### config.mk
export PLATFORM = sky130hd
export DESIGN_NAME = rxbc_top
export DESIGN_NICKNAME = d
export VERILOG_FILES = /design/src/inc/rxbc_pkg.sv /design/src/logic/rxbc_sync.sv /design/src/logic/rxbc_top.sv
export SDC_FILE = /design/constraint.sdc
export NUM_CORES = 1
export LEC_CHECK = 0
export BUFFER_PORTS_ARGS = -buffer_cell sky130_fd_sc_hd__buf_2
export CAP_MARGIN = 20
export CORE_ASPECT_RATIO = 1.75
export CORE_MARGIN = 3
export CORE_UTILIZATION = 60
export CTS_CLUSTER_DIAMETER = 30
export DETAILED_ROUTE_END_ITERATION = 7
export GPL_TIMING_DRIVEN = 0
export PLACE_DENSITY_LB_ADDON = 0.2
export SLEW_MARGIN = 30
export SYNTH_ARGS = -nofsm -noshare
export SYNTH_HDL_FRONTEND = slang
export SYNTH_SLANG_ARGS = --single-unit
### constraint.sdc
create_clock -name aclk -period 6.35 [get_ports aclk]
set_input_delay 1.27 -clock aclk [delete_from_list [all_inputs] [get_ports aclk]]
set_output_delay 1.27 -clock aclk [all_outputs]
set_load 0.005 [all_outputs]
### src/inc/rxbc_pkg.sv
// Constants, register map and types of the receive bit-check and buffer controller
package rxbc_pkg;

  // Register byte addresses
  localparam logic [7:0] ADDR_CTRL1   = 8'h00;
  localparam logic [7:0] ADDR_CTRL3   = 8'h04;
  localparam logic [7:0] ADDR_CTRL4   = 8'h08;
  localparam logic [7:0] ADDR_CTRL5   = 8'h0c;
  localparam logic [7:0] ADDR_CTRL6   = 8'h10;
  localparam logic [7:0] ADDR_STATUS  = 8'h14;
  localparam logic [7:0] ADDR_DATA    = 8'h18;
  localparam logic [7:0] ADDR_IRQ_CLR = 8'h1c;

  // Field positions
  localparam int CTRL1_OPM_LSB   = 0;
  localparam int CTRL1_TMODE_BIT = 2;
  localparam int CTRL1_PMODE_BIT = 3;
  localparam int CTRL1_THR_LSB   = 4;
  localparam int CTRL3_SUPPLY_BIT = 0;
  localparam int CTRL3_CLOCK_BIT  = 1;
  localparam int CTRL4_SLEEP_LSB = 0;
  localparam int CTRL4_XSLP_BIT  = 5;
  localparam int CTRL5_LMIN_LSB  = 0;
  localparam int CTRL5_NBIT_LSB  = 6;
  localparam int CTRL6_LMAX_LSB  = 0;
  localparam int STAT_CNT_LSB    = 0;
  localparam int STAT_STATE_LSB  = 8;
  localparam int STAT_IRQ_BIT    = 12;

  // Values after reset
  localparam logic [7:0] CTRL1_RST = 8'h00;
  localparam logic [1:0] CTRL3_RST = 2'h0;
  localparam logic [5:0] CTRL4_RST = 6'h00;
  localparam logic [7:0] CTRL5_RST = 8'h4c;
  localparam logic [5:0] CTRL6_RST = 6'h22;

  // Operating mode codes
  localparam logic [1:0] OPM_RX_POLL = 2'h2;
  localparam logic [1:0] OPM_RX      = 2'h3;

  // Fill threshold per fill_irq_threshold code
  localparam logic [4:0] FILL_THR_0 = 5'h01;
  localparam logic [4:0] FILL_THR_1 = 5'h04;
  localparam logic [4:0] FILL_THR_2 = 5'h08;
  localparam logic [4:0] FILL_THR_3 = 5'h0c;

  // Bit-check sizing
  localparam int BITS_PER_STEP  = 3;
  localparam int CHECKS_PER_BIT = 2;
  localparam int BUF_DEPTH      = 16;

  // Timing
  localparam int CLK_PERIOD_NS       = 10;
  localparam int CHECK_CLK_PERIOD_NS = 1000;
  localparam int CHECK_DIV_CYCLES    = (CHECK_CLK_PERIOD_NS + CLK_PERIOD_NS - 1) / CLK_PERIOD_NS;
  localparam int SIG_SETTLE_NS       = 64000;
  localparam int SIG_SETTLE_TICKS    = SIG_SETTLE_NS / CHECK_CLK_PERIOD_NS;
  localparam int SLEEP_UNIT_LOG2     = 10;
  localparam int SLEEP_EXT_LOG2      = 3;

  // AXI responses
  localparam logic [1:0] RESP_OKAY   = 2'h0;
  localparam logic [1:0] RESP_DECERR = 2'h3;

  typedef enum logic [2:0] {ST_OFF, ST_SLEEP, ST_PLL, ST_SETTLE, ST_CHECK, ST_RECV} rxbc_state_t;

endpackage

### src/logic/rxbc_sync.sv
// Two-flop synchroniser for inputs arriving from outside the clock domain
`timescale 1ns/1ns
module rxbc_sync #(
  parameter int WIDTH = 1
) (
  // Clock and reset
  input  wire logic             aclk,
  input  wire logic             aresetn,
  // Data
  input  wire logic [WIDTH-1:0] async_in,
  output logic      [WIDTH-1:0] sync_out
);

  logic [WIDTH-1:0] meta_q;

  always_ff @(posedge aclk)
  begin
    if (!aresetn)
    begin
      meta_q   <= '0;
      sync_out <= '0;
    end
    else
    begin
      meta_q   <= async_in;
      sync_out <= meta_q;
    end
  end

endmodule

### src/logic/rxbc_top.sv
// Receive start-up sequencer, bit-check engine and Manchester byte buffer with AXI4-Lite registers
//
// Chosen here: register access over AXI4-Lite and the address map.
`timescale 1ns/1ns
module rxbc_top #(
  parameter int unsigned CHECK_DIV    = rxbc_pkg::CHECK_DIV_CYCLES,
  parameter int unsigned SETTLE_TICKS = rxbc_pkg::SIG_SETTLE_TICKS
) (
  // Clock and reset
  input  wire logic        aclk,
  input  wire logic        aresetn,
  // AXI4-Lite write address
  input  wire logic [7:0]  s_axi_awaddr,
  input  wire logic        s_axi_awvalid,
  output logic             s_axi_awready,
  // AXI4-Lite write data
  input  wire logic [31:0] s_axi_wdata,
  input  wire logic [3:0]  s_axi_wstrb,
  input  wire logic        s_axi_wvalid,
  output logic             s_axi_wready,
  // AXI4-Lite write response
  output logic [1:0]       s_axi_bresp,
  output logic             s_axi_bvalid,
  input  wire logic        s_axi_bready,
  // AXI4-Lite read address
  input  wire logic [7:0]  s_axi_araddr,
  input  wire logic        s_axi_arvalid,
  output logic             s_axi_arready,
  // AXI4-Lite read data
  output logic [31:0]      s_axi_rdata,
  output logic [1:0]       s_axi_rresp,
  output logic             s_axi_rvalid,
  input  wire logic        s_axi_rready,
  // Analog front end
  input  wire logic        demod_in,
  input  wire logic        pll_locked,
  output logic             synth_enable,
  output logic             sig_proc_enable,
  output logic             rx_active,
  // Host side
  input  wire logic        chip_select_n,
  output logic             serial_out_rx_stream,
  output logic             serial_out_oe,
  output logic             host_supply_enable,
  output logic             host_clock_enable,
  output logic             irq
);

  logic [2:0] sync_q;
  logic       demod_s;
  logic       pll_s;
  logic       cs_n_s;

  rxbc_sync #(.WIDTH(3)) u_sync (
    .aclk     (aclk),
    .aresetn  (aresetn),
    .async_in ({demod_in, pll_locked, chip_select_n}),
    .sync_out (sync_q)
  );
  assign demod_s = sync_q[2];
  assign pll_s   = sync_q[1];
  assign cs_n_s  = sync_q[0];

  // Bus state
  logic [7:0]  awaddr_q, awaddr_d;
  logic        aw_have_q, aw_have_d;
  logic [7:0]  wdata_q, wdata_d;
  logic        wstrb0_q, wstrb0_d;
  logic        w_have_q, w_have_d;
  logic        bvalid_q, bvalid_d;
  logic [1:0]  bresp_q, bresp_d;
  logic        rvalid_q, rvalid_d;
  logic [31:0] rdata_q, rdata_d;
  logic [1:0]  rresp_q, rresp_d;
  logic        wr_go;
  logic        ar_fire;
  logic        pop;

  // Core state
  rxbc_pkg::rxbc_state_t state_q, state_d;
  logic [7:0]  ctrl1_q, ctrl1_d;
  logic [1:0]  ctrl3_q, ctrl3_d;
  logic [5:0]  ctrl4_q, ctrl4_d;
  logic [7:0]  ctrl5_q, ctrl5_d;
  logic [5:0]  ctrl6_q, ctrl6_d;
  logic [15:0] div_q, div_d;
  logic [7:0]  timer_q, timer_d;
  logic [4:0]  pass_q, pass_d;
  logic [17:0] sleep_q, sleep_d;
  logic [15:0] settle_q, settle_d;
  logic        armed_q, armed_d;
  logic        started_q, started_d;
  logic        centre_q, centre_d;
  logic [7:0]  shreg_q, shreg_d;
  logic [2:0]  bitcnt_q, bitcnt_d;
  logic [3:0]  wr_q, wr_d;
  logic [3:0]  rd_q, rd_d;
  logic [4:0]  cnt_q, cnt_d;
  logic        irq_q, irq_d;
  logic        demod_prev_q;
  logic        so_q, so_d;
  logic        oe_q, oe_d;
  logic [7:0]  mem [rxbc_pkg::BUF_DEPTH];
  logic        buf_we;
  logic [7:0]  buf_wdata;

  // Derived controls
  logic        tick;
  logic        edge_seen;
  logic        tmode;
  logic        pmode;
  logic [1:0]  opm;
  logic [7:0]  lmin;
  logic [7:0]  lmax;
  logic [7:0]  diff;
  logic [7:0]  lmin2;
  logic [7:0]  lmax2;
  logic [4:0]  need;
  logic [4:0]  fill_thr;

  assign tick      = (div_q == 16'(CHECK_DIV - 1));
  assign edge_seen = demod_s ^ demod_prev_q;
  assign opm       = ctrl1_q[rxbc_pkg::CTRL1_OPM_LSB +: 2];
  assign tmode     = ctrl1_q[rxbc_pkg::CTRL1_TMODE_BIT];
  assign pmode     = ctrl1_q[rxbc_pkg::CTRL1_PMODE_BIT];
  assign lmin      = {2'h0, ctrl5_q[rxbc_pkg::CTRL5_LMIN_LSB +: 6]};
  assign lmax      = {2'h0, ctrl6_q[rxbc_pkg::CTRL6_LMAX_LSB +: 6]};
  assign diff      = lmax - lmin;
  // Odd difference: floor on the lower bound, ceiling on the upper, both round the result up
  assign lmin2     = lmin + lmax - {1'b0, diff[7:1]};
  assign lmax2     = lmin + lmax + {1'b0, diff[7:1]} + {7'h0, diff[0]};
  assign need      = 5'(ctrl5_q[rxbc_pkg::CTRL5_NBIT_LSB +: 2] * rxbc_pkg::BITS_PER_STEP
                     * rxbc_pkg::CHECKS_PER_BIT);

  always_comb
  begin
    case (ctrl1_q[rxbc_pkg::CTRL1_THR_LSB +: 2])
      2'h0:    fill_thr = rxbc_pkg::FILL_THR_0;
      2'h1:    fill_thr = rxbc_pkg::FILL_THR_1;
      2'h2:    fill_thr = rxbc_pkg::FILL_THR_2;
      default: fill_thr = rxbc_pkg::FILL_THR_3;
    endcase
  end

  // AXI4-Lite slave
  assign s_axi_awready = !aw_have_q && !bvalid_q;
  assign s_axi_wready  = !w_have_q && !bvalid_q;
  assign s_axi_arready = !rvalid_q;
  assign s_axi_bvalid  = bvalid_q;
  assign s_axi_bresp   = bresp_q;
  assign s_axi_rvalid  = rvalid_q;
  assign s_axi_rdata   = rdata_q;
  assign s_axi_rresp   = rresp_q;
  assign wr_go         = aw_have_q && w_have_q && !bvalid_q;
  assign ar_fire       = s_axi_arvalid && !rvalid_q;
  assign pop           = ar_fire && (s_axi_araddr == rxbc_pkg::ADDR_DATA);

  always_comb
  begin
    awaddr_d  = awaddr_q;
    aw_have_d = aw_have_q;
    wdata_d   = wdata_q;
    wstrb0_d  = wstrb0_q;
    w_have_d  = w_have_q;
    bvalid_d  = bvalid_q;
    bresp_d   = bresp_q;
    rvalid_d  = rvalid_q;
    rdata_d   = rdata_q;
    rresp_d   = rresp_q;
    if (s_axi_awvalid && s_axi_awready)
    begin
      awaddr_d  = s_axi_awaddr;
      aw_have_d = 1'b1;
    end
    if (s_axi_wvalid && s_axi_wready)
    begin
      wdata_d  = s_axi_wdata[7:0];
      wstrb0_d = s_axi_wstrb[0];
      w_have_d = 1'b1;
    end
    if (wr_go)
    begin
      aw_have_d = 1'b0;
      w_have_d  = 1'b0;
      bvalid_d  = 1'b1;
      if (awaddr_q == rxbc_pkg::ADDR_CTRL1 || awaddr_q == rxbc_pkg::ADDR_CTRL3
          || awaddr_q == rxbc_pkg::ADDR_CTRL4 || awaddr_q == rxbc_pkg::ADDR_CTRL5
          || awaddr_q == rxbc_pkg::ADDR_CTRL6 || awaddr_q == rxbc_pkg::ADDR_STATUS
          || awaddr_q == rxbc_pkg::ADDR_DATA || awaddr_q == rxbc_pkg::ADDR_IRQ_CLR)
        bresp_d = rxbc_pkg::RESP_OKAY;
      else
        bresp_d = rxbc_pkg::RESP_DECERR;
    end
    else if (bvalid_q && s_axi_bready)
      bvalid_d = 1'b0;
    if (ar_fire)
    begin
      rvalid_d = 1'b1;
      rresp_d  = rxbc_pkg::RESP_OKAY;
      rdata_d  = 32'h0;
      if (s_axi_araddr == rxbc_pkg::ADDR_CTRL1)
        rdata_d[7:0] = ctrl1_q;
      else if (s_axi_araddr == rxbc_pkg::ADDR_CTRL3)
        rdata_d[1:0] = ctrl3_q;
      else if (s_axi_araddr == rxbc_pkg::ADDR_CTRL4)
        rdata_d[5:0] = ctrl4_q;
      else if (s_axi_araddr == rxbc_pkg::ADDR_CTRL5)
        rdata_d[7:0] = ctrl5_q;
      else if (s_axi_araddr == rxbc_pkg::ADDR_CTRL6)
        rdata_d[5:0] = ctrl6_q;
      else if (s_axi_araddr == rxbc_pkg::ADDR_STATUS)
      begin
        rdata_d[rxbc_pkg::STAT_CNT_LSB +: 5]   = cnt_q;
        rdata_d[rxbc_pkg::STAT_STATE_LSB +: 3] = state_q;
        rdata_d[rxbc_pkg::STAT_IRQ_BIT]        = irq_q;
      end
      else if (s_axi_araddr == rxbc_pkg::ADDR_DATA)
      begin
        if (cnt_q != 5'h0)
          rdata_d[7:0] = mem[rd_q];
      end
      else if (s_axi_araddr == rxbc_pkg::ADDR_IRQ_CLR)
        rdata_d = 32'h0;
      else
        rresp_d = rxbc_pkg::RESP_DECERR;
    end
    else if (rvalid_q && s_axi_rready)
      rvalid_d = 1'b0;
  end

  always_ff @(posedge aclk)
  begin
    if (!aresetn)
    begin
      awaddr_q  <= 8'h0;
      aw_have_q <= 1'b0;
      wdata_q   <= 8'h0;
      wstrb0_q  <= 1'b0;
      w_have_q  <= 1'b0;
      bvalid_q  <= 1'b0;
      bresp_q   <= rxbc_pkg::RESP_OKAY;
      rvalid_q  <= 1'b0;
      rdata_q   <= 32'h0;
      rresp_q   <= rxbc_pkg::RESP_OKAY;
    end
    else
    begin
      awaddr_q  <= awaddr_d;
      aw_have_q <= aw_have_d;
      wdata_q   <= wdata_d;
      wstrb0_q  <= wstrb0_d;
      w_have_q  <= w_have_d;
      bvalid_q  <= bvalid_d;
      bresp_q   <= bresp_d;
      rvalid_q  <= rvalid_d;
      rdata_q   <= rdata_d;
      rresp_q   <= rresp_d;
    end
  end

  // Sequencer, checker, decoder and buffer pointers
  logic wr_en;
  logic cfg_hit;
  logic enter_recv;
  logic fail;
  logic bit_err;
  logic take_bit;
  logic pop_ok;
  logic is_t;
  logic is_2t;

  always_comb
  begin
    state_d    = state_q;
    ctrl1_d    = ctrl1_q;
    ctrl3_d    = ctrl3_q;
    ctrl4_d    = ctrl4_q;
    ctrl5_d    = ctrl5_q;
    ctrl6_d    = ctrl6_q;
    div_d      = tick ? 16'h0 : div_q + 16'h1;
    pass_d     = pass_q;
    sleep_d    = sleep_q;
    settle_d   = settle_q;
    armed_d    = armed_q;
    started_d  = started_q;
    centre_d   = centre_q;
    shreg_d    = shreg_q;
    bitcnt_d   = bitcnt_q;
    wr_d       = wr_q;
    rd_d       = rd_q;
    cnt_d      = cnt_q;
    irq_d      = irq_q;
    buf_we     = 1'b0;
    buf_wdata  = 8'h0;
    enter_recv = 1'b0;
    fail       = 1'b0;
    bit_err    = 1'b0;
    take_bit   = 1'b0;
    is_t       = (timer_q >= lmin) && (timer_q < lmax);
    is_2t      = (timer_q >= lmin2) && (timer_q < lmax2);
    // Each interval measured from the previous edge only
    if (edge_seen)
      timer_d = 8'h0;
    else if (tick && timer_q != 8'hff)
      timer_d = timer_q + 8'h1;
    else
      timer_d = timer_q;
    wr_en   = wr_go && wstrb0_q;
    cfg_hit = wr_en && (awaddr_q == rxbc_pkg::ADDR_CTRL1 || awaddr_q == rxbc_pkg::ADDR_CTRL4
              || awaddr_q == rxbc_pkg::ADDR_CTRL5 || awaddr_q == rxbc_pkg::ADDR_CTRL6);
    if (wr_en)
    begin
      if (awaddr_q == rxbc_pkg::ADDR_CTRL1)
        ctrl1_d = wdata_q;
      else if (awaddr_q == rxbc_pkg::ADDR_CTRL3)
        ctrl3_d = wdata_q[1:0];
      else if (awaddr_q == rxbc_pkg::ADDR_CTRL4)
        ctrl4_d = wdata_q[5:0];
      else if (awaddr_q == rxbc_pkg::ADDR_CTRL5)
        ctrl5_d = wdata_q;
      else if (awaddr_q == rxbc_pkg::ADDR_CTRL6)
        ctrl6_d = wdata_q[5:0];
      else if (awaddr_q == rxbc_pkg::ADDR_IRQ_CLR)
        irq_d = 1'b0;
    end

    case (state_q)
      rxbc_pkg::ST_OFF:
        if (opm == rxbc_pkg::OPM_RX_POLL || opm == rxbc_pkg::OPM_RX)
          state_d = rxbc_pkg::ST_PLL;
      rxbc_pkg::ST_SLEEP:
        if (tick)
        begin
          if (sleep_q <= 18'h1)
            state_d = rxbc_pkg::ST_PLL;
          else
            sleep_d = sleep_q - 18'h1;
        end
      rxbc_pkg::ST_PLL:
        if (pll_s)
        begin
          state_d  = rxbc_pkg::ST_SETTLE;
          settle_d = 16'(SETTLE_TICKS);
        end
      rxbc_pkg::ST_SETTLE:
        if (tick)
        begin
          if (settle_q == 16'h0)
          begin
            state_d = rxbc_pkg::ST_CHECK;
            pass_d  = 5'h0;
            armed_d = 1'b0;
          end
          else
            settle_d = settle_q - 16'h1;
        end
      rxbc_pkg::ST_CHECK:
        if (need == 5'h0)
          enter_recv = 1'b1;
        else if (armed_q && timer_q >= lmax)
          fail = 1'b1;
        else if (edge_seen)
        begin
          if (!armed_q)
            armed_d = 1'b1;
          else if (timer_q < lmin)
            fail = 1'b1;
          else if (pass_q + 5'h1 == need)
            enter_recv = 1'b1;
          else
            pass_d = pass_q + 5'h1;
        end
      rxbc_pkg::ST_RECV:
        if (!tmode)
        begin
          if (timer_q >= lmax2)
            bit_err = 1'b1;
          else if (edge_seen)
          begin
            if (is_t)
            begin
              if (started_q && centre_q)
                centre_d = 1'b0;
              else if (started_q)
                take_bit = 1'b1;
            end
            else if (is_2t)
            begin
              // First 2T marks the centre of a start bit unlike the preamble
              if (!started_q || centre_q)
                take_bit = 1'b1;
              else
                bit_err = 1'b1;
            end
            else
              bit_err = 1'b1;
          end
        end
      default:
        state_d = rxbc_pkg::ST_OFF;
    endcase

    if (fail)
    begin
      pass_d  = 5'h0;
      armed_d = 1'b0;
      // Permanent receive mode keeps checking instead of sleeping
      if (opm == rxbc_pkg::OPM_RX_POLL)
      begin
        state_d = rxbc_pkg::ST_SLEEP;
        if (ctrl4_q[rxbc_pkg::CTRL4_XSLP_BIT])
          sleep_d = 18'(ctrl4_q[rxbc_pkg::CTRL4_SLEEP_LSB +: 5])
                    << (rxbc_pkg::SLEEP_UNIT_LOG2 + rxbc_pkg::SLEEP_EXT_LOG2);
        else
          sleep_d = 18'(ctrl4_q[rxbc_pkg::CTRL4_SLEEP_LSB +: 5]) << rxbc_pkg::SLEEP_UNIT_LOG2;
      end
    end
    if (enter_recv)
    begin
      state_d   = rxbc_pkg::ST_RECV;
      ctrl3_d   = 2'h3;
      started_d = 1'b0;
      centre_d  = 1'b0;
      bitcnt_d  = 3'h0;
      if (!tmode && !pmode)
        irq_d = 1'b1;
    end
    if (take_bit)
    begin
      started_d = 1'b1;
      centre_d  = 1'b1;
      shreg_d   = {shreg_q[6:0], demod_s};
      bitcnt_d  = bitcnt_q + 3'h1;
      if (bitcnt_q == 3'h7)
      begin
        buf_we    = 1'b1;
        buf_wdata = {shreg_q[6:0], demod_s};
      end
    end
    if (bit_err)
    begin
      irq_d     = 1'b1;
      state_d   = rxbc_pkg::ST_PLL;
      bitcnt_d  = 3'h0;
      started_d = 1'b0;
      centre_d  = 1'b0;
    end

    pop_ok = pop && cnt_q != 5'h0;
    if (pop_ok)
      rd_d = rd_q + 4'h1;
    if (buf_we)
    begin
      wr_d = wr_q + 4'h1;
      if (cnt_q == 5'(rxbc_pkg::BUF_DEPTH) && !pop_ok)
        rd_d = rd_q + 4'h1;
      else if (!pop_ok)
      begin
        cnt_d = cnt_q + 5'h1;
        if (cnt_q + 5'h1 == fill_thr)
          irq_d = 1'b1;
      end
    end
    else if (pop_ok)
      cnt_d = cnt_q - 5'h1;

    if (cfg_hit && state_q == rxbc_pkg::ST_RECV)
    begin
      buf_we    = 1'b0;
      wr_d      = 4'h0;
      rd_d      = 4'h0;
      cnt_d     = 5'h0;
      bitcnt_d  = 3'h0;
      started_d = 1'b0;
      centre_d  = 1'b0;
      state_d   = rxbc_pkg::ST_SETTLE;
      settle_d  = 16'(SETTLE_TICKS);
    end
    if (ctrl1_d[rxbc_pkg::CTRL1_OPM_LSB +: 2] != rxbc_pkg::OPM_RX_POLL
        && ctrl1_d[rxbc_pkg::CTRL1_OPM_LSB +: 2] != rxbc_pkg::OPM_RX)
      state_d = rxbc_pkg::ST_OFF;

    so_d = demod_s;
    oe_d = (state_d == rxbc_pkg::ST_RECV) && ctrl1_d[rxbc_pkg::CTRL1_TMODE_BIT] && !cs_n_s;
  end

  always_ff @(posedge aclk)
  begin
    if (buf_we)
      mem[wr_q] <= buf_wdata;
  end

  always_ff @(posedge aclk)
  begin
    if (!aresetn)
    begin
      state_q      <= rxbc_pkg::ST_OFF;
      ctrl1_q      <= rxbc_pkg::CTRL1_RST;
      ctrl3_q      <= rxbc_pkg::CTRL3_RST;
      ctrl4_q      <= rxbc_pkg::CTRL4_RST;
      ctrl5_q      <= rxbc_pkg::CTRL5_RST;
      ctrl6_q      <= rxbc_pkg::CTRL6_RST;
      div_q        <= 16'h0;
      timer_q      <= 8'h0;
      pass_q       <= 5'h0;
      sleep_q      <= 18'h0;
      settle_q     <= 16'h0;
      armed_q      <= 1'b0;
      started_q    <= 1'b0;
      centre_q     <= 1'b0;
      shreg_q      <= 8'h0;
      bitcnt_q     <= 3'h0;
      wr_q         <= 4'h0;
      rd_q         <= 4'h0;
      cnt_q        <= 5'h0;
      irq_q        <= 1'b0;
      demod_prev_q <= 1'b0;
      so_q         <= 1'b0;
      oe_q         <= 1'b0;
    end
    else
    begin
      state_q      <= state_d;
      ctrl1_q      <= ctrl1_d;
      ctrl3_q      <= ctrl3_d;
      ctrl4_q      <= ctrl4_d;
      ctrl5_q      <= ctrl5_d;
      ctrl6_q      <= ctrl6_d;
      div_q        <= div_d;
      timer_q      <= timer_d;
      pass_q       <= pass_d;
      sleep_q      <= sleep_d;
      settle_q     <= settle_d;
      armed_q      <= armed_d;
      started_q    <= started_d;
      centre_q     <= centre_d;
      shreg_q      <= shreg_d;
      bitcnt_q     <= bitcnt_d;
      wr_q         <= wr_d;
      rd_q         <= rd_d;
      cnt_q        <= cnt_d;
      irq_q        <= irq_d;
      demod_prev_q <= demod_s;
      so_q         <= so_d;
      oe_q         <= oe_d;
    end
  end

  assign synth_enable         = state_q != rxbc_pkg::ST_OFF && state_q != rxbc_pkg::ST_SLEEP;
  assign sig_proc_enable      = state_q == rxbc_pkg::ST_SETTLE || state_q == rxbc_pkg::ST_CHECK
                                || state_q == rxbc_pkg::ST_RECV;
  assign rx_active            = state_q == rxbc_pkg::ST_RECV;
  assign serial_out_rx_stream = so_q;
  assign serial_out_oe        = oe_q;
  assign host_supply_enable   = ctrl3_q[rxbc_pkg::CTRL3_SUPPLY_BIT];
  assign host_clock_enable    = ctrl3_q[rxbc_pkg::CTRL3_CLOCK_BIT];
  assign irq                  = irq_q;

endmodule

==> metrics.md, run 1 <==
| Metric | Value |
|---|---|
| Mapped Cells | `between 1000 and 1500` |
| Ys flop type | `dfxtp_1` |
| Ys async rst share | `0%` |
| Initial core utilization | `about three fifths` |
| Final Max Tran Viols | `0` |
| Max-cap violations | `0` |
| Average wire per cell in the routed design | `~20 µm` |
| Layout cell share with drive strength beyond 1 | `between 10% and 20%` |
| Clk_lat worst skew | `between 0.5 and 0.6 ns` |
| Tcrit/Tclk final | `between 90% and 100%` |
| Clock skew | `between 0.015 and 0.02 ns` |
| Non-filler cells, final | `~1800` |
| Slowest Stage Delay on Critical Path | `0.52 ns` |
| WHS Endpoint | `u_sync.sync_out[0]` |
| Commonest non-fill, non-tap cells in the layout | `dfxtp_1, nor2_1, edfxtp_1` |
| Final Hold Fails | `0` |
| DR pass1 iterations | `7` |
| Number of antenna-violating nets in the routed design | `0` |
| Die Area | `0.02624 mm²` |
| Pre-CTS setup slack | `-0.03440 ns` |
| Worst hold path startpoint | `u_sync.meta_q[0]` |
| Syn Std Cell Area | `about 0.015 mm²` |
| PnR worst setup slack | `around 0.4 ns` |
| Max clock buf depth | `3` |
| Drt via density | `roughly 5.9` |
| Lkg Pwr | `~6.3 nW` |
| Commonest non-fill, non-tap cell in the layout | `dfxtp_1` |
| Reg2reg setup slack | `0.40 ns` |
| Largest net degree at the start of global routing | `17` |
| Worst reg2reg path depth | `22` |
| Worst hold margin | `0.4446 ns` |
| Die height | `212.1 µm` |
| Via Count | `about 11000` |
| Crit Path Class | `reg2reg` |
| Vias in the first global route | `roughly 11000` |
| HP Class | `reg2reg` |
| Arrival @ worst endpoint | `6.11 ns` |
| Port buffer count | `a little over 60` |
| Status | `completed` |
| Setup-failing EPs final | `0` |
| Final Util | `between 70% and 80%` |
| Placed cell count | `between 1500 and 2000` |
| Die width | `123.8 µm` |
| Worst IR Drop VDD | `0.0003070 V` |
| Clock Sinks | `slightly below 300` |
| Worst-case headroom to the max-slew limit | `about two fifths` |
| DP Wirelength | `about 27000 µm` |
| CTS Buf Count | `39` |
| Setup TNS | `0 ns` |
| FF+latch count, synth | `roughly 290` |
| Worst reg2reg startpoint | `ctrl5_q[1]` |
| DRC | `0` |
| Ys Warns | `0` |
| RSZ-0062 raised after global routing | `false` |
| Critical-path cell list | `inv_1, fa_1, a21o_1, a21oi_1, xnor2_1, ha_1, clkbuf_1, o21ai_0, nand2b_1, a21oi_1, nor2_1, nor2_1, xnor2_1, ha_1, nand2_1, o21ai_0, nor3_1, nor4b_2, o211ai_1, nor3_2, and3b_1, and2_1` |
| Core area | `~0.024 mm²` |
| Sequential fraction of the synthesis area | `slightly below 50%` |
| Syn_area_per_cell | `about 11 µm²` |
| CP max-delay cell | `dfxtp_1` |
| FILL cells | `approximately 1700` |
| GRT Overall Usage | `between 20% and 30%` |
| Row count | `74` |
| Worst Path Max Fanout | `8` |
| Min cycle time layout | `just under 6 ns` |
| CP endpoint kind | `flop` |
| Placer Congestion | `slightly above 0.9` |
| Max Freq | `about 170 MHz` |
| Hold depth | `1` |
| Cell Pwr Density | `about 260 mW/mm²` |
| DRT Wirelength | `between 30000 and 40000 µm` |
| # H-tree levels | `2` |
| Reg2reg end | `mem[8][7]` |
| Clock transition at path regs | `about 0.060 ns` |
| Final nets | `around 1600` |
| CP Data Required Time | `approximately 6.5 ns` |
| Initial antenna violation count | `0` |
| DRT iter0 DRCs | `~600` |
| Setup bufs post-CTS | `0` |
| Number of synthesized flops with an enable pin | `128` |
| Ports | `111` |
| Area delta synth->final | `14.54%` |
| First-pass GRT wire length | `55800 µm` |
| Least-Margin Pin Slew | `around 0.9 ns` |
| Synth unique cells | `76` |
| GRT overflow | `0` |
| Hold_buf cts | `0` |
| CTS tree | `yes` |
| Nature of the critical path startpoint | `flop` |
| CTS Root Buffer Type | `clkbuf_16` |
[cells in the mapped netlist, drive strengths merged, types with 5 or more instances]
cell / n / area, µm²
o211a: 6 / 60.06
xor2: 39 / 341.6
a221oi: 6 / 52.55
or2: 5 / 31.28
o211ai: 7 / 52.55
or3: 18 / 117.6
nand3: 33 / 177.7
nor2b: 11 / 68.82
mux4: 40 / 900.9
o21a: 6 / 45.04
nand2: 104 / 390.4
a21oi: 87 / 435.4
nand2b: 12 / 77.58
nor3: 30 / 166.4
or4: 6 / 45.04
nor2: 150 / 563.0
a22oi: 13 / 97.59
a211oi: 12 / 90.09
inv: 59 / 221.5
and2: 22 / 137.6
a31oi: 5 / 37.53
xnor2: 41 / 359.1
mux2i: 42 / 420.4
o21bai: 11 / 82.58
edfxtp: 128 / 3844
clkbuf: 39 / 146.4
ha: 71 / 888.4
a21o: 6 / 45.04
buf: 34 / 224.0
and4: 6 / 52.55
nand4: 13 / 87.58
dfxtp: 166 / 3323
o21ai: 35 / 175.2
and3: 31 / 193.9
nor4: 15 / 100.1
nor3b: 5 / 42.54
[worst max-delay path, delay by kind of cell, from the launching register on]
| kind | cells | cell delay, ns |
|---|---|---|
| flops | 1 | 0.52 |
| xor+xnor | 2 | 0.29 |
| simple gates | 9 | 2.10 |
| fa+ha+maj | 3 | 1.04 |
| buf+inv | 2 | 0.45 |
| compound gates | 6 | 1.19 |
[cell type report]
cell class              count  area, µm²  area share [%]
diodes                      1      2.502         0.01501
clock inverters            26      265.3           1.591
well taps                 304      380.4           2.281
multi-input cells         949       6897           41.36
plain buffers              73      370.4           2.221
inverters                  59      221.5           1.328
clock buffers              44       1067           6.400
flip-flops and latches    294       7167           42.98
repair buffers             61      305.3           1.831
[how the worst max path moves through the flow]
stage                          start         end  slack [ns]  cells past startpoint
after detailed placement  ctrl5_q[1]   mem[6][3]       -0.03                     21
final                     ctrl5_q[1]   mem[8][7]        0.40                     22
after global routing      ctrl5_q[1]   mem[8][7]      0.0009                     22
after CTS                 ctrl5_q[1]   mem[4][2]        0.01                     21
after global placement    ctrl5_q[1]   mem[7][3]        0.11                     21
after floorplan           ctrl5_q[0]  mem[14][0]        1.44                     22
[cells by family (layout without fill, tap and decap cells)]
logic type / count (synthesis) / count (layout) / synth area share (%)
other: 1 / 21 / 0.02576
AOI/OAI and AO/OA: 210 / 210 / 9.196
adders and majority gates: 75 / 75 / 6.652
muxes: 86 / 86 / 9.385
xor gates and xnor gates: 81 / 81 / 4.967
and+or+nand+nor: 477 / 477 / 16.48
DFF: 294 / 294 / 49.23
buffers and inverters: 132 / 263 / 4.065
[power breakdown]
part	leakage [nW]	switching [mW]	internal (mW)	total, mW
clock network	0.645	0.855	1.35	2.21
registers	2.23	0.0175	1.97	1.99
logic	3.40	0.0709	0.0441	0.115
total	6.27	0.944	3.37	4.32
[metrics by stage]
step | power (mW) | cell area (µm²)
after floorplan | 2.097 | 14630
after global placement | 2.143 | 15320
after detailed placement | 2.146 | 15320
after CTS | 4.343 | 16650
after global routing | 4.433 | 16670
final | 4.315 | 16680
[flip-flops by register name, indices dropped and copies added, names as in the netlist, 7 cells and up, named ones only]
signal	count
mem	128
timer_q	8
s_axi_rdata	12
div_q	16
ctrl5_q	8
wdata_q	8
sleep_q	18
settle_q	16
awaddr_q	8
shreg_q	7
[per-layer routing]
metal / track usage (%) / up-vias / part of all wire, %
li1: - / 5101 / -
met1: 28.43 / 5168 / 34
met2: 51.73 / 337 / 54
met3: 4.339 / 137 / 4.4
met4: 17.90 / 0 / 7.0
met5: 0 / - / 0
[repair_timing]
item,in CTS,in global routing
endpoints found under the setup margin,40,256
pin swaps,0,0
cloned,0,0
resized for setup,5,8
No activity file was read; power rests on OpenSTA's default activity.
==> run 2: changes to the inputs <==
Settings changed: ABC_AREA set to 1, CORE_MARGIN 3 to 2, GPL_TIMING_DRIVEN 0 to 1.
==> run 2 against run 1 <==
  * Utilization down 2.8 points
  * Via count up 22%
  * Final cell count up 29%
  * Critical path depth up 4
  * Count of clock-buffer cells in the layout down 2
  * Routed wire length up 9.1%
  * Critical endpoint is now mem[12][1]
  * Sequential share of layout area down 1.8 points
==> metrics.md, run 2 <==
| Metric | Value |
|---|---|
| Synth top cells by count | `nand2_1, inv_1, nor2_1` |
| CTS Root Buffer Type | `clkbuf_16` |
| Worst Path Max Fanout | `10` |
| Core area | `roughly 0.026 mm²` |
| Least-Margin Pin Slew | `0.9083 ns` |
| Finished layout cell area | `0.01742 mm²` |
| Ports | `between 100 and 150` |
| Clock transition at path regs | `~0.060 ns` |
| Placed cell area | `roughly 0.016 mm²` |
| Clk_lat worst skew | `between 0.5 and 0.6 ns` |
| Area delta synth->final | `12.01%` |
| Cell Pwr Density | `about 250 mW/mm²` |
| Die height | `between 200 and 250 µm` |
| Number of synthesized flops with an enable pin | `around 130` |
| Non-filler cells, final | `about 2300` |
| Syn_area_per_cell | `around 8 µm²` |
| Initial core utilization | `60.58%` |
| Synth unique cells | `between 50 and 60` |
| Final Hold Fails | `0` |
| Setup bufs post-CTS | `0` |
| Die Area | `~0.027 mm²` |
| Antenna cells | `0` |
| FF+latch count, synth | `294` |
| First-pass GRT wire length | `62780 µm` |
| HP Class | `reg2reg` |
| FILL cells | `~2100` |
| PnR worst setup slack | `around 0.84 ns` |
| Ys Warns | `0` |
| Status | `completed` |
| Post_cts resized | `0` |
| DR pass1 iterations | `5` |
| Worst-case headroom to the max-slew limit | `roughly 39%` |
| DRC | `0` |
| Tcrit/Tclk final | `about 87%` |
| Placer Congestion | `about 0.95` |
| Setup-failing EPs final | `0` |
| # H-tree levels | `2` |
| Pre-CTS setup slack | `between 0.8 and 0.9 ns` |
| Nature of the critical path startpoint | `flop` |
| Layout cell share with drive strength beyond 1 | `between 10% and 20%` |
| Clock skew | `0.03041 ns` |
| Hold_buf cts | `0` |
| Initial antenna violation count | `0` |
| Average wire per cell in the routed design | `around 17 µm` |
| Commonest non-fill, non-tap cells in the layout | `nand2_1, inv_1, nor2_1` |
| Syn Std Cell Area | `0.01555 mm²` |
| Worst IR Drop VDD | `between 0.0002 and 0.0003 V` |
| Post-synth top area share | `about 25%` |
| Max clock buf depth | `3` |
| Min cycle time layout | `between 5 and 6 ns` |
| Clock Sinks | `294` |
| DRT Wirelength | `just under 40000 µm` |
| Ys flop type | `dfxtp_1` |
| Commonest non-fill, non-tap cell in the layout | `nand2_1` |
| RSZ-0062 raised after global routing | `false` |
| Final nets | `~2100` |
| Crit Path Class | `reg2reg` |
| Number of antenna-violating nets in the routed design | `0` |
| Largest registers | `mem x128, sleep_q x18` |
| Ys async rst share | `0%` |
| Largest Register | `mem` |
| Drt via density | `~5.6` |
| Largest area contributor in the netlist | `edfxtp_1` |
| Synth area leaders | `edfxtp_1, dfxtp_1, nand2_1, inv_1, a21oi_1` |
| CTS Buf Count | `36` |
| DRT iter0 DRCs | `about 740` |
| Sequential fraction of the synthesis area | `46.09%` |
| Vias in the first global route | `between 10000 and 15000` |
| Max-cap violations | `0` |
| CTS tree | `yes` |
| Final Util | `between 60% and 70%` |
| CP Data Required Time | `around 6.5 ns` |
| Port buffer count | `63` |
| Lkg Pwr | `approximately 7.5 nW` |
| CP endpoint kind | `flop` |
| Row count | `78` |
| Mapped Cells | `approximately 1900` |
| Largest net degree at the start of global routing | `slightly above 90` |
| Via Count | `between 10000 and 15000` |
| Arrival @ worst endpoint | `around 5.7 ns` |
| Die width | `~130 µm` |
| GRT Overall Usage | `approximately 29%` |
| GRT overflow | `0` |
| Setup TNS | `0 ns` |
| Count leader, synth | `nand2_1` |
| Final Max Tran Viols | `0` |
| DP Wirelength | `about 29000 µm` |
| Placed cell count | `2271` |
| Max reg flops | `roughly 130` |
| Max Freq | `approximately 180 MHz` |
==> run 2: cell types whose count changed after synthesis, moves of 15 or more <==
cell and change:
nand3_1 +89, mux2i_1 -34, inv_1 +215, nand2_1 +200, and3_1 -30, inv_2 +15
xnor2_1 -31, mux4_2 -40, or3_1 -17, and2_1 -19, a21oi_1 +91, o21ai_0 +121
o211ai_1 +28, nor2_1 +43
==> run 2: per-layer routing <==
| metal | part of all wire [%] | GRT usage, % |
|---|---|---|
| met3 | 4.3 | 3.958 |
| met4 | 7.3 | 20.26 |
| met5 | 0 | 0 |
| met1 | 35 | 28.18 |
| met2 | 54 | 54.88 |
==> run 2: cell type report <==
type | count | area, µm² | area share [%]
clock inverter | 22 | 299.0 | 1.717
multi-input combinational | 1276 | 6962 | 39.97
inverter | 293 | 1106 | 6.350
clock buffer | 42 | 975.9 | 5.603
tap | 320 | 400.4 | 2.299
sequential | 294 | 7172 | 41.18
timing repair buffer | 88 | 503.0 | 2.888
==> run 2: critical path: stages (launching register included) <==
cell	delay [ns]
dfxtp_1	0.35
inv_1	0.09
ha_1	0.39
inv_1	0.10
o21bai_1	0.23
xor2_1	0.22
inv_1	0.06
ha_1	0.37
nand2_1	0.10
nor2_1	0.04
a211oi_1	0.34
nor2_1	0.08
o21ai_0	0.16
nand2_1	0.10
a21o_1	0.16
a21oi_1	0.14
ha_1	0.26
a21o_1	0.19
nor2_1	0.24
nand3_1	0.24
nor2_2	0.15
nand2_2	0.08
clkinv_4	0.07
nand3_4	0.06
inv_2	0.16
nand2_1	0.14
nor2_1	0.60
==> run 2: metrics by stage <==
| step | total power, mW | hold slack, ns |
|---|---|---|
| finish | 4.290 | 0.4097 |
| global route | 4.403 | 0.4361 |
| CTS | 4.308 | 0.4151 |
| detailed placement | 2.156 | 0.4044 |
| global placement | 2.153 | 0.3950 |
| floorplan | 2.117 | 0.3905 |
==> run 2: cell families after synthesis <==
family / after synthesis / share of synthesized area [%]
simple gates: 709 / 19.95
compound gates: 414 / 14.65
buf+inv: 365 / 9.599
flops: 294 / 46.09
fa+ha+maj: 75 / 6.228
xor+xnor: 50 / 2.937
mux: 8 / 0.5150
other cells: 1 / 0.02412
==> run 2: final timing paths <==
kind                                  startpoint                  to  slack (ns)  depth (start not counted)
worst max-delay path                  ctrl5_q[2]          mem[12][1]        0.84                         26
worst min-delay path            u_sync.meta_q[2]  u_sync.sync_out[2]        0.41                          2
worst max register to register        ctrl5_q[2]          mem[12][1]        0.84                         26
worst min register to register  u_sync.meta_q[2]  u_sync.sync_out[2]        0.41                          2
==> run 2: report_power, final <==
group,total [mW],switching (mW),internal (mW)
registers,1.99,0.0166,1.98
clock network,2.17,0.845,1.33
logic,0.124,0.0862,0.0382
total,4.29,0.948,3.34
==> run 3: changes to the inputs <==
Settings changed: SYNTH_HIERARCHICAL set to 1.
==> run 3 against run 2 <==
  * Final area fell by 2.7%
  * Clock power fell by 6%
  * Sequential power barely moved
  * Largest cell class unchanged
==> metrics.md, run 3 <==
| Metric | Value |
|---|---|
| Max clock buf depth | `3` |
| Worst hold margin | `about 0.43 ns` |
| Vias in the first global route | `about 12000` |
| Lkg Pwr | `between 6 and 7 nW` |
| Average wire per cell in the routed design | `roughly 17 µm` |
| Pre-CTS setup slack | `approximately 0.66 ns` |
| CP Data Required Time | `roughly 6.5 ns` |
| FILL cells | `approximately 2100` |
| Count leader, synth | `nand2_1` |
| Mapped Cells | `roughly 1900` |
| Final Hold Fails | `0` |
| Layout cell share with drive strength beyond 1 | `about a tenth` |
| Number of synthesized flops with an enable pin | `128` |
| Final nets | `2064` |
| Worst hold path startpoint | `u_sync/meta_q[1]` |
| Max-cap violations | `0` |
| Placed cell count | `between 2000 and 2500` |
| Hold depth | `2` |
| Synth area leaders | `edfxtp_1, dfxtp_1, nand2_1, nor2_1, ha_1` |
| Clk_lat worst skew | `between 0.5 and 0.6 ns` |
| FF+latch count, synth | `~290` |
| Number of antenna-violating nets in the routed design | `0` |
| CTS Root Buffer Type | `clkbuf_16` |
| CTS tree | `yes` |
| Cell Pwr Density | `between 200 and 250 mW/mm²` |
| DRC | `0` |
| Nature of the critical path startpoint | `flop` |
| Reg2reg setup slack | `about 0.63 ns` |
| Worst reg2reg startpoint | `ctrl5_q[2]` |
| Post-synth top area share | `approximately 25%` |
| Antenna cells | `0` |
| Status | `completed` |
| Placer Congestion | `about 0.94` |
| Crit Path Class | `reg2reg` |
| Min cycle time layout | `5.715 ns` |
| Die height | `214.2 µm` |
| Sequential fraction of the synthesis area | `47.29%` |
| Synth top cells by count | `nand2_1, nor2_1, inv_1` |
| Row count | `just under 80` |
| Syn Std Cell Area | `around 0.015 mm²` |
| RSZ-0062 raised after global routing | `false` |
| Port buffer count | `63` |
| Max Freq | `between 150 and 200 MHz` |
| GRT Overall Usage | `between 20 and 30%` |
| Clock skew | `0.03430 ns` |
| CTS Buf Count | `35` |
| Final Max Tran Viols | `0` |
| Clock transition at path regs | `around 0.060 ns` |
| # H-tree levels | `2` |
| HP Class | `reg2reg` |
| Die Area | `approximately 0.027 mm²` |
| Setup bufs post-CTS | `0` |
| Worst-case headroom to the max-slew limit | `37.48%` |
| Syn_area_per_cell | `8.188 µm²` |
| Commonest non-fill, non-tap cells in the layout | `nand2_1, nor2_1, inv_1` |
| Ports | `approximately 110` |
| WHS Endpoint | `u_sync/sync_out[1]` |
| DRT iter0 DRCs | `between 1000 and 1500` |
| Initial core utilization | `approximately three fifths` |
| Initial antenna violation count | `0` |
| Worst reg2reg path depth | `26` |
| Setup-failing EPs final | `0` |
| Die width | `124.1 µm` |
| Largest Register | `mem` |
| Ys flop type | `dfxtp_1` |
| Arrival @ worst endpoint | `between 5 and 6 ns` |
| Worst Path Max Fanout | `14` |
| Largest area contributor in the netlist | `edfxtp_1` |
| Largest registers | `mem x128, sleep_q x18` |
| PnR worst setup slack | `around 0.63 ns` |
| DRT Wirelength | `approximately 38000 µm` |
| CP endpoint kind | `flop` |
| GRT overflow | `0` |
| Hold_buf cts | `0` |
| Clock Sinks | `slightly below 300` |
| Slowest Stage Delay on Critical Path | `approximately 0.61 ns` |
| First-pass GRT wire length | `around 60000 µm` |
| Final Util | `between 60% and 70%` |
| Drt via density | `around 5.6` |
| DR pass1 iterations | `8` |
| Least-Margin Pin Slew | `roughly 0.93 ns` |
| Worst IR Drop VDD | `between 0.0002 and 0.00025 V` |
| Max reg flops | `approximately 130` |
| Largest net degree at the start of global routing | `between 60 and 70` |
| Area delta synth->final | `11.88%` |
| Via Count | `12690` |
| CP max-delay cell | `nor2_1` |
| Register area | `roughly 0.007 mm²` |
| Area of the multi-input gates | `between 0.006 and 0.007 mm²` |
| Ys async rst share | `0%` |
| Commonest non-fill, non-tap cell in the layout | `nand2_1` |
| Synth unique cells | `52` |
| Non-filler cells, final | `~2300` |
| Ys Warns | `6` |
| Post_cts resized | `0` |
| DP Wirelength | `27700 µm` |
| Tcrit/Tclk final | `~90%` |
| Core area | `between 0.02 and 0.03 mm²` |
| Reg2reg end | `mem[7][2]` |
| Setup TNS | `0 ns` |
## run 3: cell count changes after synthesis, moves of 7 or more
cell and change:
nand2_1 -10, mux2i_1 -8, nor2_1 +65, nand3_1 -15
a21oi_1 -30, inv_1 -59, o22ai_1 +7, o21ai_0 -11
## run 3: final cells by class
type | count | area share, %
timing repair buffer | 88 | 2.966
inverter | 230 | 5.091
tap | 316 | 2.332
multi-input combinational | 1278 | 40.33
clock inverter | 19 | 1.232
clock buffer | 43 | 5.770
sequential | 294 | 42.27
## run 3: critical path: cells and delay by family (launching register included)
family                     cells  cell delay, ns
and+or+nand+nor               11            2.01
xor gates and xnor gates       1            0.21
AOI/OAI and AO/OA              6            1.14
DFF                            1            0.38
adders and majority gates      3            1.02
buffers and inverters          5            0.59
## run 3: stage by stage
stage | instance area, µm² | power (mW)
6_report | 16960 | 4.150
5_1_grt | 16960 | 4.256
4_1_cts | 16950 | 4.167
3_5_place_dp | 15760 | 2.154
3_3_place_gp | 15760 | 2.151
2_1_floorplan | 15230 | 2.118
## run 3: routing by layer
metal / wire length (µm) / up-vias / track usage [%] / part of all wire [%]
li1: - / 6309 / - / -
met1: 13800 / 5911 / 31.13 / 36
met2: 20190 / 354 / 53.26 / 53
met3: 1473 / 119 / 3.537 / 3.9
met4: 2448 / 0 / 16.63 / 6.5
met5: 0 / - / 0 / 0
## run 3: worst max path at each step
stage               start    endpoint  slack, ns  cells after the start
5_1_grt        ctrl5_q[2]   mem[7][6]       0.22                     26
6_report       ctrl5_q[2]   mem[7][2]       0.63                     26
4_1_cts        ctrl5_q[2]   mem[7][2]       0.65                     26
3_5_place_dp   ctrl5_q[2]   mem[7][3]       0.66                     26
2_1_floorplan  ctrl5_q[2]  mem[11][0]       1.64                     27
3_3_place_gp   ctrl5_q[2]   mem[7][3]       0.74                     26
## run 3: report_power, final
part,internal [mW],switching (mW)
logic,0.0385,0.0840
clock network,1.20,0.830
registers,1.98,0.0151
## run 3: kinds of logic after synthesis
logic type | synth area share, %
AOI/OAI and AO/OA | 13.78
adders and majority gates | 6.390
xor gates and xnor gates | 2.840
buffers and inverters | 8.090
DFF | 47.29
and+or+nand+nor | 21.59
other | 0.02474
